--- src/abx_pkg.sv ---
/*
 constants, opcodes and types for the alu and bit-operation executor.
 assumes one core clock; instruction words arrive already fetched.
*/
// Notes on behaviour
// - add literal sums accumulator and 8-bit immediate into accumulator; all flags updated.
// - add register sums accumulator and file at 7-bit address; all flags updated.
// - destination bit 0 sends result to accumulator, 1 back to the file register.
// - and register ands accumulator with file, routed by destination, only z changes.
// - and literal ands accumulator with immediate into accumulator, only z changes.
// - bit clear zeroes indexed bit of addressed file register, flags untouched.
// - bit set forces indexed bit of addressed file register to one, flags untouched.
// - skip-if-one discards next instruction with a no-op cycle when bit is one.
// - skip-if-zero discards next instruction with a no-op cycle when bit is zero.
// - read-modify-write on a port register reads pin levels, not the output latch.
package abx_pkg;
    localparam int ABX_INSN_W = 14;
    localparam int ABX_DATA_W = 8;
    localparam int ABX_ADDR_W = 7;
    // opcode prefixes
    localparam logic [5:0] ABX_OP_ADD_FILE = 6'h07;
    localparam logic [5:0] ABX_OP_AND_FILE = 6'h05;
    localparam logic [3:0] ABX_OP_BIT_CLR = 4'h4;
    localparam logic [3:0] ABX_OP_BIT_SET = 4'h5;
    localparam logic [3:0] ABX_OP_SKIP_ZERO = 4'h6;
    localparam logic [3:0] ABX_OP_SKIP_ONE = 4'h7;
    localparam logic [4:0] ABX_OP_ADD_LIT = 5'h1f;
    localparam logic [5:0] ABX_OP_AND_LIT = 6'h39;
    // field positions and reset values
    localparam int ABX_DEST_BIT = 7;
    localparam int ABX_BIT_LSB = 7;
    localparam logic [7:0] ABX_ACC_RESET = 8'h00;
    localparam logic ABX_FLAG_RESET = 1'b0;
    localparam logic [7:0] ABX_WDATA_RESET = 8'h00;
    typedef enum logic [1:0] {ABX_STATUS_C, ABX_STATUS_HC, ABX_STATUS_Z} abx_flag_e;
    typedef enum {ABX_EXEC, ABX_SKIP} abx_state_e;
endpackage : abx_pkg

--- src/abx_alu.sv ---
/*
 8-bit adder/and unit with carry, half carry and zero.
 assumes purely combinational use by the executor.
*/
`timescale 1ns/1ps
module abx_alu (
    // operands
    input wire logic [7:0] a_i,
    input wire logic [7:0] b_i,
    input wire logic do_and_i,
    // result
    output logic [7:0] res_o,
    output logic carry_o,
    output logic half_carry_o,
    output logic zero_o
);
    import abx_pkg::*;
    wire [8:0] sum = {1'b0, a_i} + {1'b0, b_i};
    wire [4:0] low_sum = {1'b0, a_i[3:0]} + {1'b0, b_i[3:0]};
    assign res_o = do_and_i ? (a_i & b_i) : sum[7:0];
    assign carry_o = sum[8];
    assign half_carry_o = low_sum[4];
    assign zero_o = (res_o == 8'h00);
endmodule : abx_alu

--- src/abx_exec.sv ---
/*
 executor for add, and, bit clear/set and bit-test-skip instructions.
 assumes the caller presents one instruction per insn_valid_i pulse and
 returns the addressed file value (latch or pins) combinationally.
*/
`timescale 1ns/1ps
module abx_exec (
    // clock and reset
    input wire logic core_clk_i,
    input wire logic rst_i,
    // instruction
    input wire logic insn_valid_i,
    input wire logic [abx_pkg::ABX_INSN_W-1:0] insn_i,
    // file register port
    output logic [abx_pkg::ABX_ADDR_W-1:0] file_addr_o,
    input wire logic [abx_pkg::ABX_DATA_W-1:0] file_latch_i,
    input wire logic [abx_pkg::ABX_DATA_W-1:0] file_pins_i,
    input wire logic file_is_port_i,
    output logic file_we_o,
    output logic [abx_pkg::ABX_DATA_W-1:0] file_wdata_o,
    // state
    output logic [abx_pkg::ABX_DATA_W-1:0] acc_o,
    output logic carry_o,
    output logic half_carry_o,
    output logic zero_o,
    output logic skip_o,
    output logic insn_done_o
);
    import abx_pkg::*;

    logic [7:0] acc_reg;
    logic [7:0] acc_next;
    logic c_reg;
    logic c_next;
    logic hc_reg;
    logic hc_next;
    logic z_reg;
    logic z_next;
    logic [7:0] wdata_reg;
    logic [7:0] wdata_next;
    logic we_reg;
    logic we_next;
    logic done_reg;
    logic done_next;
    abx_state_e state_reg;
    abx_state_e state_next;

    // one-hot mask for a 3-bit bit index
    function automatic logic [7:0] abx_bit_mask(input logic [2:0] idx);
        abx_bit_mask = 8'h01 << idx;
    endfunction : abx_bit_mask

    // decode
    wire add_literal_to_acc = insn_i[13:9] == ABX_OP_ADD_LIT;
    wire and_literal_with_acc = insn_i[13:8] == ABX_OP_AND_LIT;
    wire add_acc_to_file = insn_i[13:8] == ABX_OP_ADD_FILE;
    wire and_acc_with_file = insn_i[13:8] == ABX_OP_AND_FILE;
    wire file_bit_clear = insn_i[13:10] == ABX_OP_BIT_CLR;
    wire file_bit_set = insn_i[13:10] == ABX_OP_BIT_SET;
    wire test_skip_if_zero = insn_i[13:10] == ABX_OP_SKIP_ZERO;
    wire test_skip_if_one = insn_i[13:10] == ABX_OP_SKIP_ONE;
    wire dest_file = insn_i[ABX_DEST_BIT];
    wire [2:0] bit_idx = insn_i[ABX_BIT_LSB +: 3];
    wire [7:0] literal = insn_i[7:0];
    wire [7:0] bit_mask = abx_bit_mask(bit_idx);
    wire take = insn_valid_i && state_reg == ABX_EXEC;

    // read value, pins for port registers
    wire [7:0] file_val = file_is_port_i ? file_pins_i : file_latch_i;
    wire is_literal = add_literal_to_acc || and_literal_with_acc;
    wire use_and = and_literal_with_acc || and_acc_with_file;
    wire [7:0] operand = is_literal ? literal : file_val;
    wire [7:0] alu_res;
    wire alu_c;
    wire alu_hc;
    wire alu_z;
    wire tested_bit = |(file_val & bit_mask);

    abx_alu u_alu (
        .a_i(acc_reg),
        .b_i(operand),
        .do_and_i(use_and),
        .res_o(alu_res),
        .carry_o(alu_c),
        .half_carry_o(alu_hc),
        .zero_o(alu_z)
    );

    always_comb begin
        acc_next = acc_reg;
        c_next = c_reg;
        hc_next = hc_reg;
        z_next = z_reg;
        wdata_next = wdata_reg;
        we_next = 1'b0;
        done_next = 1'b0;
        state_next = state_reg;
        case (state_reg)
            ABX_EXEC: begin
                if (take) begin
                    done_next = 1'b1;
                    if (add_literal_to_acc || add_acc_to_file) begin
                        c_next = alu_c;
                        hc_next = alu_hc;
                        z_next = alu_z;
                    end
                    if (use_and) begin
                        z_next = alu_z;
                    end
                    if (is_literal) begin
                        acc_next = alu_res;
                    end else if (add_acc_to_file || and_acc_with_file) begin
                        if (dest_file) begin
                            we_next = 1'b1;
                            wdata_next = alu_res;
                        end else begin
                            acc_next = alu_res;
                        end
                    end else if (file_bit_clear) begin
                        we_next = 1'b1;
                        wdata_next = file_val & ~bit_mask;
                    end else if (file_bit_set) begin
                        we_next = 1'b1;
                        wdata_next = file_val | bit_mask;
                    end else if (test_skip_if_one && tested_bit) begin
                        state_next = ABX_SKIP;
                        done_next = 1'b0;
                    end else if (test_skip_if_zero && !tested_bit) begin
                        state_next = ABX_SKIP;
                        done_next = 1'b0;
                    end
                end
            end
            ABX_SKIP: begin
                // no-op cycle; the next instruction is discarded
                if (insn_valid_i) begin
                    state_next = ABX_EXEC;
                    done_next = 1'b1;
                end
            end
            default: state_next = ABX_EXEC;
        endcase
    end

    // accumulator
    always_ff @(posedge core_clk_i or posedge rst_i) begin
        if (rst_i) begin
            acc_reg <= ABX_ACC_RESET;
        end else begin
            acc_reg <= acc_next;
        end
    end

    // status flags
    always_ff @(posedge core_clk_i or posedge rst_i) begin
        if (rst_i) begin
            c_reg <= ABX_FLAG_RESET;
            hc_reg <= ABX_FLAG_RESET;
            z_reg <= ABX_FLAG_RESET;
        end else begin
            c_reg <= c_next;
            hc_reg <= hc_next;
            z_reg <= z_next;
        end
    end

    // file write data
    always_ff @(posedge core_clk_i or posedge rst_i) begin
        if (rst_i) begin
            wdata_reg <= ABX_WDATA_RESET;
        end else begin
            wdata_reg <= wdata_next;
        end
    end

    // one-cycle strobes
    always_ff @(posedge core_clk_i or posedge rst_i) begin
        if (rst_i) begin
            we_reg <= 1'b0;
            done_reg <= 1'b0;
        end else begin
            we_reg <= we_next;
            done_reg <= done_next;
        end
    end

    // execute or skip slot
    always_ff @(posedge core_clk_i or posedge rst_i) begin
        if (rst_i) begin
            state_reg <= ABX_EXEC;
        end else begin
            state_reg <= state_next;
        end
    end

    assign file_addr_o = insn_i[6:0];
    assign file_we_o = we_reg;
    assign file_wdata_o = wdata_reg;
    assign acc_o = acc_reg;
    assign carry_o = c_reg;
    assign half_carry_o = hc_reg;
    assign zero_o = z_reg;
    assign skip_o = state_reg == ABX_SKIP;
    assign insn_done_o = done_reg;
endmodule : abx_exec

--- config.mk ---
export PLATFORM = sky130hd
export DESIGN_NAME = abx_exec
export DESIGN_NICKNAME = d
export VERILOG_FILES = /design/src/abx_pkg.sv /design/src/abx_alu.sv /design/src/abx_exec.sv
export SDC_FILE = /design/constraint.sdc
export NUM_CORES = 1
export LEC_CHECK = 0
export ABC_AREA = 1
export BUFFER_PORTS_ARGS = -buffer_cell sky130_fd_sc_hd__buf_2
export CORE_UTILIZATION = 40
export CTS_BUF_LIST = sky130_fd_sc_hd__clkbuf_8
export DETAILED_ROUTE_END_ITERATION = 7
export PLACE_DENSITY = 0.69
export REMOVE_ABC_BUFFERS = 1
export SYNTH_ARGS = -nofsm -noshare
export SYNTH_HDL_FRONTEND = slang
export SYNTH_SLANG_ARGS = --single-unit
export TNS_END_PERCENT = 100
--- constraint.sdc ---
create_clock -name core_clk_i -period 2.33 [get_ports core_clk_i]
set_input_delay 0 -clock core_clk_i [delete_from_list [all_inputs] [get_ports core_clk_i]]
set_output_delay 0 -clock core_clk_i [all_outputs]
set_load 0.01 [all_outputs]
==> impl_summary.txt, run 1 <==
----------------------------------------------------
[Outcome]
  Run status ... complete, no violations

[Setup path]
  CP dominant cell by count ... nand2_1
  CP Cell Sequence ... buf_2 > inv_2 > nor2_1 > nand2_1 > and2_4 > inv_1 > nand2_1 > nand2_1 > ha_1 > inv_1 > fa_1 > inv_1 > nand3_1 > nand3_1 > xor2_1 > o21ai_1 > nor2_1 > nand3_1 > nand2_1
  Buffers and inverters on the worst path ... 5
  Stage delay of the slowest cell on the critical path ... 0.41 ns
  Setup slack on the worst flop-to-flop path ... 0.34 ns
  Logic depth of the worst register-to-register path ... 11
  Crit. End Element ... flop
  Worst path required time ... 2.55 ns
  Largest fanout of any net on the critical path ... 5
  Data arrival time of the critical path ... 2.29 ns
  Setup CP Type ... in -> reg
  Critical path's top delay family ... simple AND/OR/NAND/NOR gates
  Endpoint of the lowest-slack register-to-register path ... zero_o
  Category of the worst setup path launch point ... input port
  Reg2Reg Launch Point ... acc_o[0]
  Cell with the biggest individual delay on the critical path ... fa_1

[Synth]
  Portion of the post-synthesis area used by sequential elements ... 0.267
  Cell type with the largest total area after synthesis ... dfrtp_1
  Mean instance size in the synthesized netlist ... 6.67 sq um
  Post-synth ARST share ... 1.00
  Post-synthesis instance area ... 2060 sq um
  Yosys synthesis warning count ... 0
  Number of enable-type register cells in the synthesized netlist ... 0
  Post-synth top flop ... dfrtp_1
  Distinct cell type count after synthesis ... 39
  Yosys reg bits ... 22
  Number of standard cells after synthesis ... 309
  Largest cells by area after synthesis ... dfrtp_1 (27%), nand2_1 (18%), inv_1 (6.0%), nand3_1 (5.1%), ha_1 (4.9%)
  Post-synth top area share ... 0.267

[Power and ir drop]
  LEAKAGE ... 1.42 nW
  Peak supply drop ... 0.000338 V
  Cell Pwr Density ... 744 nW/um^2

[Floorplan]
  DIE HEIGHT ... 73.8 um
  Die boundary width ... 73.8 um
  Number of ports placed on the die boundary ... 63
  Die outline area ... 5450 sq um
  Standard-cell rows ... 25
  Starting utilization of the core area ... 0.425
  Core area ... 4850 sq um

[CTS]
  Clock tree root buffer cell ... clkbuf_8
  Clock buffer count from CTS ... 3
  Clk pin slew, worst setup/hold paths ... 0.09 ns
  CTS tree ... yes
  Buffers inserted by post-CTS timing repair ... 0
  Number of sinks driven by the clock tree ... 22
  Worst skew pair latency ... 0.27 ns
  Longest Clk Path Bufs ... 2
  Deepest level of the CTS H-tree ... 1

[Finish]
  Number of antenna cells inserted ... 0
  Commonest non-fill, non-tap cell in the layout ... nand2_1
  Synthesis-to-layout area growth ... 20.9%
  Highest-count cells in the layout ignoring fill and taps ... nand2_1 (101), buf_2 (62), inv_1 (33)
  Fraction of layout cells with a size suffix above 1 ... 0.293
  Fin cells ... 439
  Final Instance Area ... 2490 sq um
  Total of fill cells in the finished design ... 464
  Layout Nets ... 416

[GRT]
  Via count of the first global-routing pass ... 1911
  Wire length of the first global-routing pass ... 8.84 mm
  GR Overflow Total ... 0
  Initial antenna violation count ... 0
  Largest net degree at the start of global routing ... 23
  All-layer global routing usage ... 0.213

[Hold path]
  Path class of the lowest-slack min-delay path ... in -> reg
  Terminating pin of the worst hold path ... state_reg[0]
  Hold path depth ... 5
  Hold Startpoint ... insn_i[11]

[Route]
  Drt first pass iters ... 4
  Number of remaining DRC errors ... 0
  Routed vias ... 2136
  Antenna-violating nets left ... 0
  Count of routing violations after the opening detailed-route iteration ... 118
  Total wire length ... 5.38 mm
  Per-cell via count in the routed design ... 4.87
  Final routed wire length divided by cell count ... 12.2 um

[STA]
  Period utilisation layout ... 0.888
  Setup repair after global routing missed its margin ... no
  Final worst setup slack ... 0.262 ns
  Clock skew after layout ... 0.00688 ns
  Worst max-slew margin expressed relative to the limit ... 0.412
  Worst-Margin Slew ... 0.881 ns
  Total of endpoints with negative setup slack in the final report ... 0
  Max-slew violation count ... 0
  Time the worst path needs with I/O delays and setup ... 2.07 ns
  Maximum achievable frequency ... 0.484 GHz
  Total Neg Setup Slack ... 0 ns
  Count of endpoints failing hold in the final timing report ... 0

[Place]
  Setup slack at placement ... -0.000449 ns
  Number of I/O port buffers ... 62
  Count of placed standard cells including taps ... 433
  Instance area after placement ... 2400 sq um
  Placer Congestion ... 0.936
  Detailed placer's ending HPWL ... 4.39 mm

[Flow run]
  Maxcap violations ... 0

----------------------------------------------------
-- worst reg2reg max path, stage by stage (launching register included) --
cell and delay [ns]:
dfrtp_1 0.39, ha_1 0.17, inv_1 0.07, fa_1 0.41
inv_1 0.09, nand3_1 0.07, nand3_1 0.13, xor2_1 0.22
o21ai_1 0.12, nor2_1 0.12, nand3_1 0.08, nand2_1 0.06
-- cell families (layout without fill, tap and decap cells) --
kind of cell	after synthesis	count (layout)	synth area share
buffers and inverters	52	115	0.129
DFF	22	22	0.267
muxes	1	1	0.00546
and+or+nand+nor	172	172	0.373
adders and majority gates	9	9	0.0583
xor gates and xnor gates	2	2	0.00850
AOI/OAI and AO/OA	51	51	0.159
-- worst max-delay path by stage --
stage                    start  slack [ns]  depth (start not counted)     end
global route        insn_i[10]        0.04                         19  zero_o
global placement     insn_i[9]        0.08                         19  zero_o
detailed placement   insn_i[9]     -0.0004                         19  zero_o
floorplan           insn_i[11]        0.28                         18  zero_o
CTS                  insn_i[9]        0.25                         19  zero_o
finish               insn_i[9]        0.26                         19  zero_o
-- cells in the mapped netlist, types with 2 or more instances --
library cell  instances
ha_1                  8
a22o_1                2
o21ai_2               7
dfrtp_1              22
a21oi_1              11
nand2_2               6
a21oi_2               2
buf_6                 4
o21ai_1               4
a31oi_1               4
nor2_2                2
nand3_2               3
o21ai_0              15
or2_2                 3
nand2_1             101
nor3_1                3
nor2_1               24
nand3_1              21
a2bb2oi_1             2
inv_2                 5
buf_4                 8
inv_1                33
nand4_1               3
-- where the power goes --
part	internal, mW	switching [mW]
registers	0.480	0.0742
clock network	0.230	0.142
logic	0.371	0.557
-- layout make-up --
class                           count  area (sq um)  area share
Inverter                           38           143      0.0572
Clock buffer                        3          41.3      0.0166
Sequential cell                    22           551       0.221
Clock inverter                      1          30.0      0.0120
Timing Repair Buffer               73           398       0.160
Multi-Input combinational cell    235          1250       0.500
Tap cell                           67          83.8      0.0336
-- metrics by stage --
| step | power (mW) | hold WS [ns] | utilization |
|---|---|---|---|
| 4_1_cts | 1.86 | 0.146 | 0.514 |
| 5_1_grt | 2.01 | 0.194 | 0.514 |
| 6_report | 1.85 | 0.148 | 0.514 |
| 3_5_place_dp | 1.48 | 0.201 | 0.495 |
| 3_3_place_gp | 1.46 | 0.205 | 0.495 |
| 2_1_floorplan | 1.17 | -0.0108 | - |
-- what timing repair did --
action | 4_1_cts | 5_1_grt
hold buffers | 2 | 0
setup endpoints to repair | 0 | 2
hold endpoints to repair | 23 | 0
gates resized for setup | 0 | 1
-- layer usage --
layer  part of all wire  GRT usage  vias to the layer above
met1               0.47      0.290                      934
met3              0.044    0.00823                       13
li1                   -          -                     1119
met4              0.028     0.0833                        0
met2               0.46      0.354                       70
met5                  0          0                        -
(Power assumes the default switching activity.)
==> run 2: changes to the inputs <==
--- a/config.mk
+++ b/config.mk
@@ -12,6 +12,8 @@
 export DETAILED_ROUTE_END_ITERATION = 7
 export PLACE_DENSITY = 0.69
 export REMOVE_ABC_BUFFERS = 1
+export SETUP_SLACK_MARGIN = 0.5
+export SLEW_MARGIN = 5
 export SYNTH_ARGS = -nofsm -noshare
 export SYNTH_HDL_FRONTEND = slang
 export SYNTH_SLANG_ARGS = --single-unit
==> run 2 against run 1 <==
  * Sequential power grew 3%
  * Highest routed layer unchanged
  * Count of clock-buffer cells in the layout is the same
  * Largest power group unchanged
  * Critical path depth shrank 7
  * Critical path type is now reg -> reg
==> impl_summary.txt, run 2 (synthesis results as in run 1) <==
----------------------------------------------------
[GRT]
  All-layer global routing usage ... 0.222
  Wire length of the first global-routing pass ... 9.28 mm
  Via count of the first global-routing pass ... 2036
  GR Overflow Total ... 0
  Largest net degree at the start of global routing ... 23
  Initial antenna violation count ... 0

[STA]
  Final worst setup slack ... 0.473 ns
  Count of endpoints failing hold in the final timing report ... 0
  Period utilisation layout ... 0.797
  Total of endpoints with negative setup slack in the final report ... 0
  Worst-Margin Slew ... 0.896 ns
  Time the worst path needs with I/O delays and setup ... 1.86 ns
  Worst max-slew margin expressed relative to the limit ... 0.402
  Setup repair after global routing missed its margin ... yes
  Maximum achievable frequency ... 0.538 GHz
  Clock skew after layout ... 0.00560 ns
  Max-slew violation count ... 0

[CTS]
  Worst skew pair latency ... 0.27 ns
  Longest Clk Path Bufs ... 2
  Clock tree root buffer cell ... clkbuf_8
  Clock buffer count from CTS ... 3
  Deepest level of the CTS H-tree ... 1
  Number of sinks driven by the clock tree ... 22
  Clk pin slew, worst setup/hold paths ... 0.09 ns
  CTS tree ... yes

[Finish]
  Fin cells ... 461
  Fraction of layout cells with a size suffix above 1 ... 0.431
  Final Instance Area ... 2930 sq um
  Number of antenna cells inserted ... 0
  Total of fill cells in the finished design ... 423
  Seq. cell area ... 551 sq um
  Layout Nets ... 438
  Commonest non-fill, non-tap cell in the layout ... nand2_1
  Final core area utilization ... 0.604
  Highest-count cells in the layout ignoring fill and taps ... nand2_1 (91), buf_2 (58), inv_1 (29)
  Synthesis-to-layout area growth ... 42.0%
  Combined area of the multi-input logic cells ... 1470 sq um

[Floorplan]
  DIE HEIGHT ... 73.8 um
  Die outline area ... 5450 sq um
  Die boundary width ... 73.8 um
  Core area ... 4850 sq um
  Starting utilization of the core area ... 0.425
  Standard-cell rows ... 25
  Number of ports placed on the die boundary ... 63

[Outcome]
  Run status ... complete, no violations

[Route]
  Number of remaining DRC errors ... 0
  Total wire length ... 6.21 mm
  Routed vias ... 2310
  Count of routing violations after the opening detailed-route iteration ... 140
  Antenna-violating nets left ... 0
  Final routed wire length divided by cell count ... 13.5 um
  Drt first pass iters ... 4
  Per-cell via count in the routed design ... 5.01

[Power and ir drop]
  Cell Pwr Density ... 761 nW/um^2
  Peak supply drop ... 0.000356 V
  LEAKAGE ... 1.56 nW

[Place]
  Count of placed standard cells including taps ... 433
  Instance area after placement ... 2400 sq um
  Placer Congestion ... 0.936
  Setup slack at placement ... -0.000449 ns
  Detailed placer's ending HPWL ... 4.39 mm
  Number of I/O port buffers ... 62

[Setup path]
  Stage delay of the slowest cell on the critical path ... 0.39 ns
  CP dominant cell by count ... nand2_2
  Crit. End Element ... flop
  Data arrival time of the critical path ... 2.03 ns
  Setup slack on the worst flop-to-flop path ... 0.47 ns
  CP Cell Sequence ... ha_2 > inv_2 > fa_2 > inv_2 > nand4_1 > nand3_1 > nand2_2 > nand3_2 > nand2_2 > buf_4 > nand2_2 > nand2_1
  Setup CP Type ... reg -> reg
  Buffers and inverters on the worst path ... 3
  Category of the worst setup path launch point ... flop
  Critical path's top delay family ... adder cells
  Worst path required time ... 2.50 ns
  Largest fanout of any net on the critical path ... 3
  Cell with the biggest individual delay on the critical path ... dfrtp_1

[Hold path]
  Path class of the lowest-slack min-delay path ... in -> reg

[Flow run]
  Maxcap violations ... 0

----------------------------------------------------
## run 2: cell count changes in the layout (fill, tap and decap cells not counted), sizes merged
| cell | change |
|---|---|
| buf | +22 |
## run 2: report_power, final
group / internal [mW] / switching (mW)
clock network: 0.230 / 0.143
registers: 0.480 / 0.0878
logic: 0.596 / 0.691
## run 2: stage by stage
step	power [mW]	TNS [ns]	hold WS, ns
after detailed placement	1.48	-0.000449	0.201
after global placement	1.46	0	0.205
after global routing	2.38	0	0.140
final	2.23	0	0.110
after CTS	2.01	0	0.103
after floorplan	1.17	0	-0.0108
## run 2: layout make-up
class | instances | share of cell area
Multi-Input combinational cell | 235 | 0.502
Timing Repair Buffer | 95 | 0.207
Sequential cell | 22 | 0.188
Inverter | 38 | 0.0496
Tap cell | 67 | 0.0286
Clock buffer | 3 | 0.0141
Clock inverter | 1 | 0.0103
## run 2: worst min-delay path: cells and delay by family
kind | cells | cell delay, ns
buffers and inverters | 1 | 0.10
AND/OR/NAND/NOR | 3 | 0.19
AO/OA/AOI/OAI | 1 | 0.06
## run 2: layer usage
metal,vias to the layer above,share of wire,GRT usage
li1,1164,-,-
met1,1043,0.44,0.296
met5,-,0,0
met3,15,0.038,0.00823
met4,0,0.026,0.0919
met2,88,0.49,0.375
## run 2: repair_timing
action	4_1_cts	5_1_grt
hold endpoints to repair	23	0
hold buffers	2	0
pin swaps	21	28
buffers inserted	13	9
setup endpoints to repair	9	14
gates resized for setup	26	43
cloned	0	0
## run 2: worst paths after layout
path,cells past startpoint,from,end
worst max-delay path,12,acc_o[0],acc_o[6]
worst min-delay path,5,insn_i[11],state_reg[0]
worst max register to register,12,acc_o[0],acc_o[6]
worst min register to register,2,file_wdata_o[2],file_wdata_o[2]
max in group asynchronous,3,rst_i,acc_o[2]
min in group asynchronous,3,rst_i,state_reg[0]
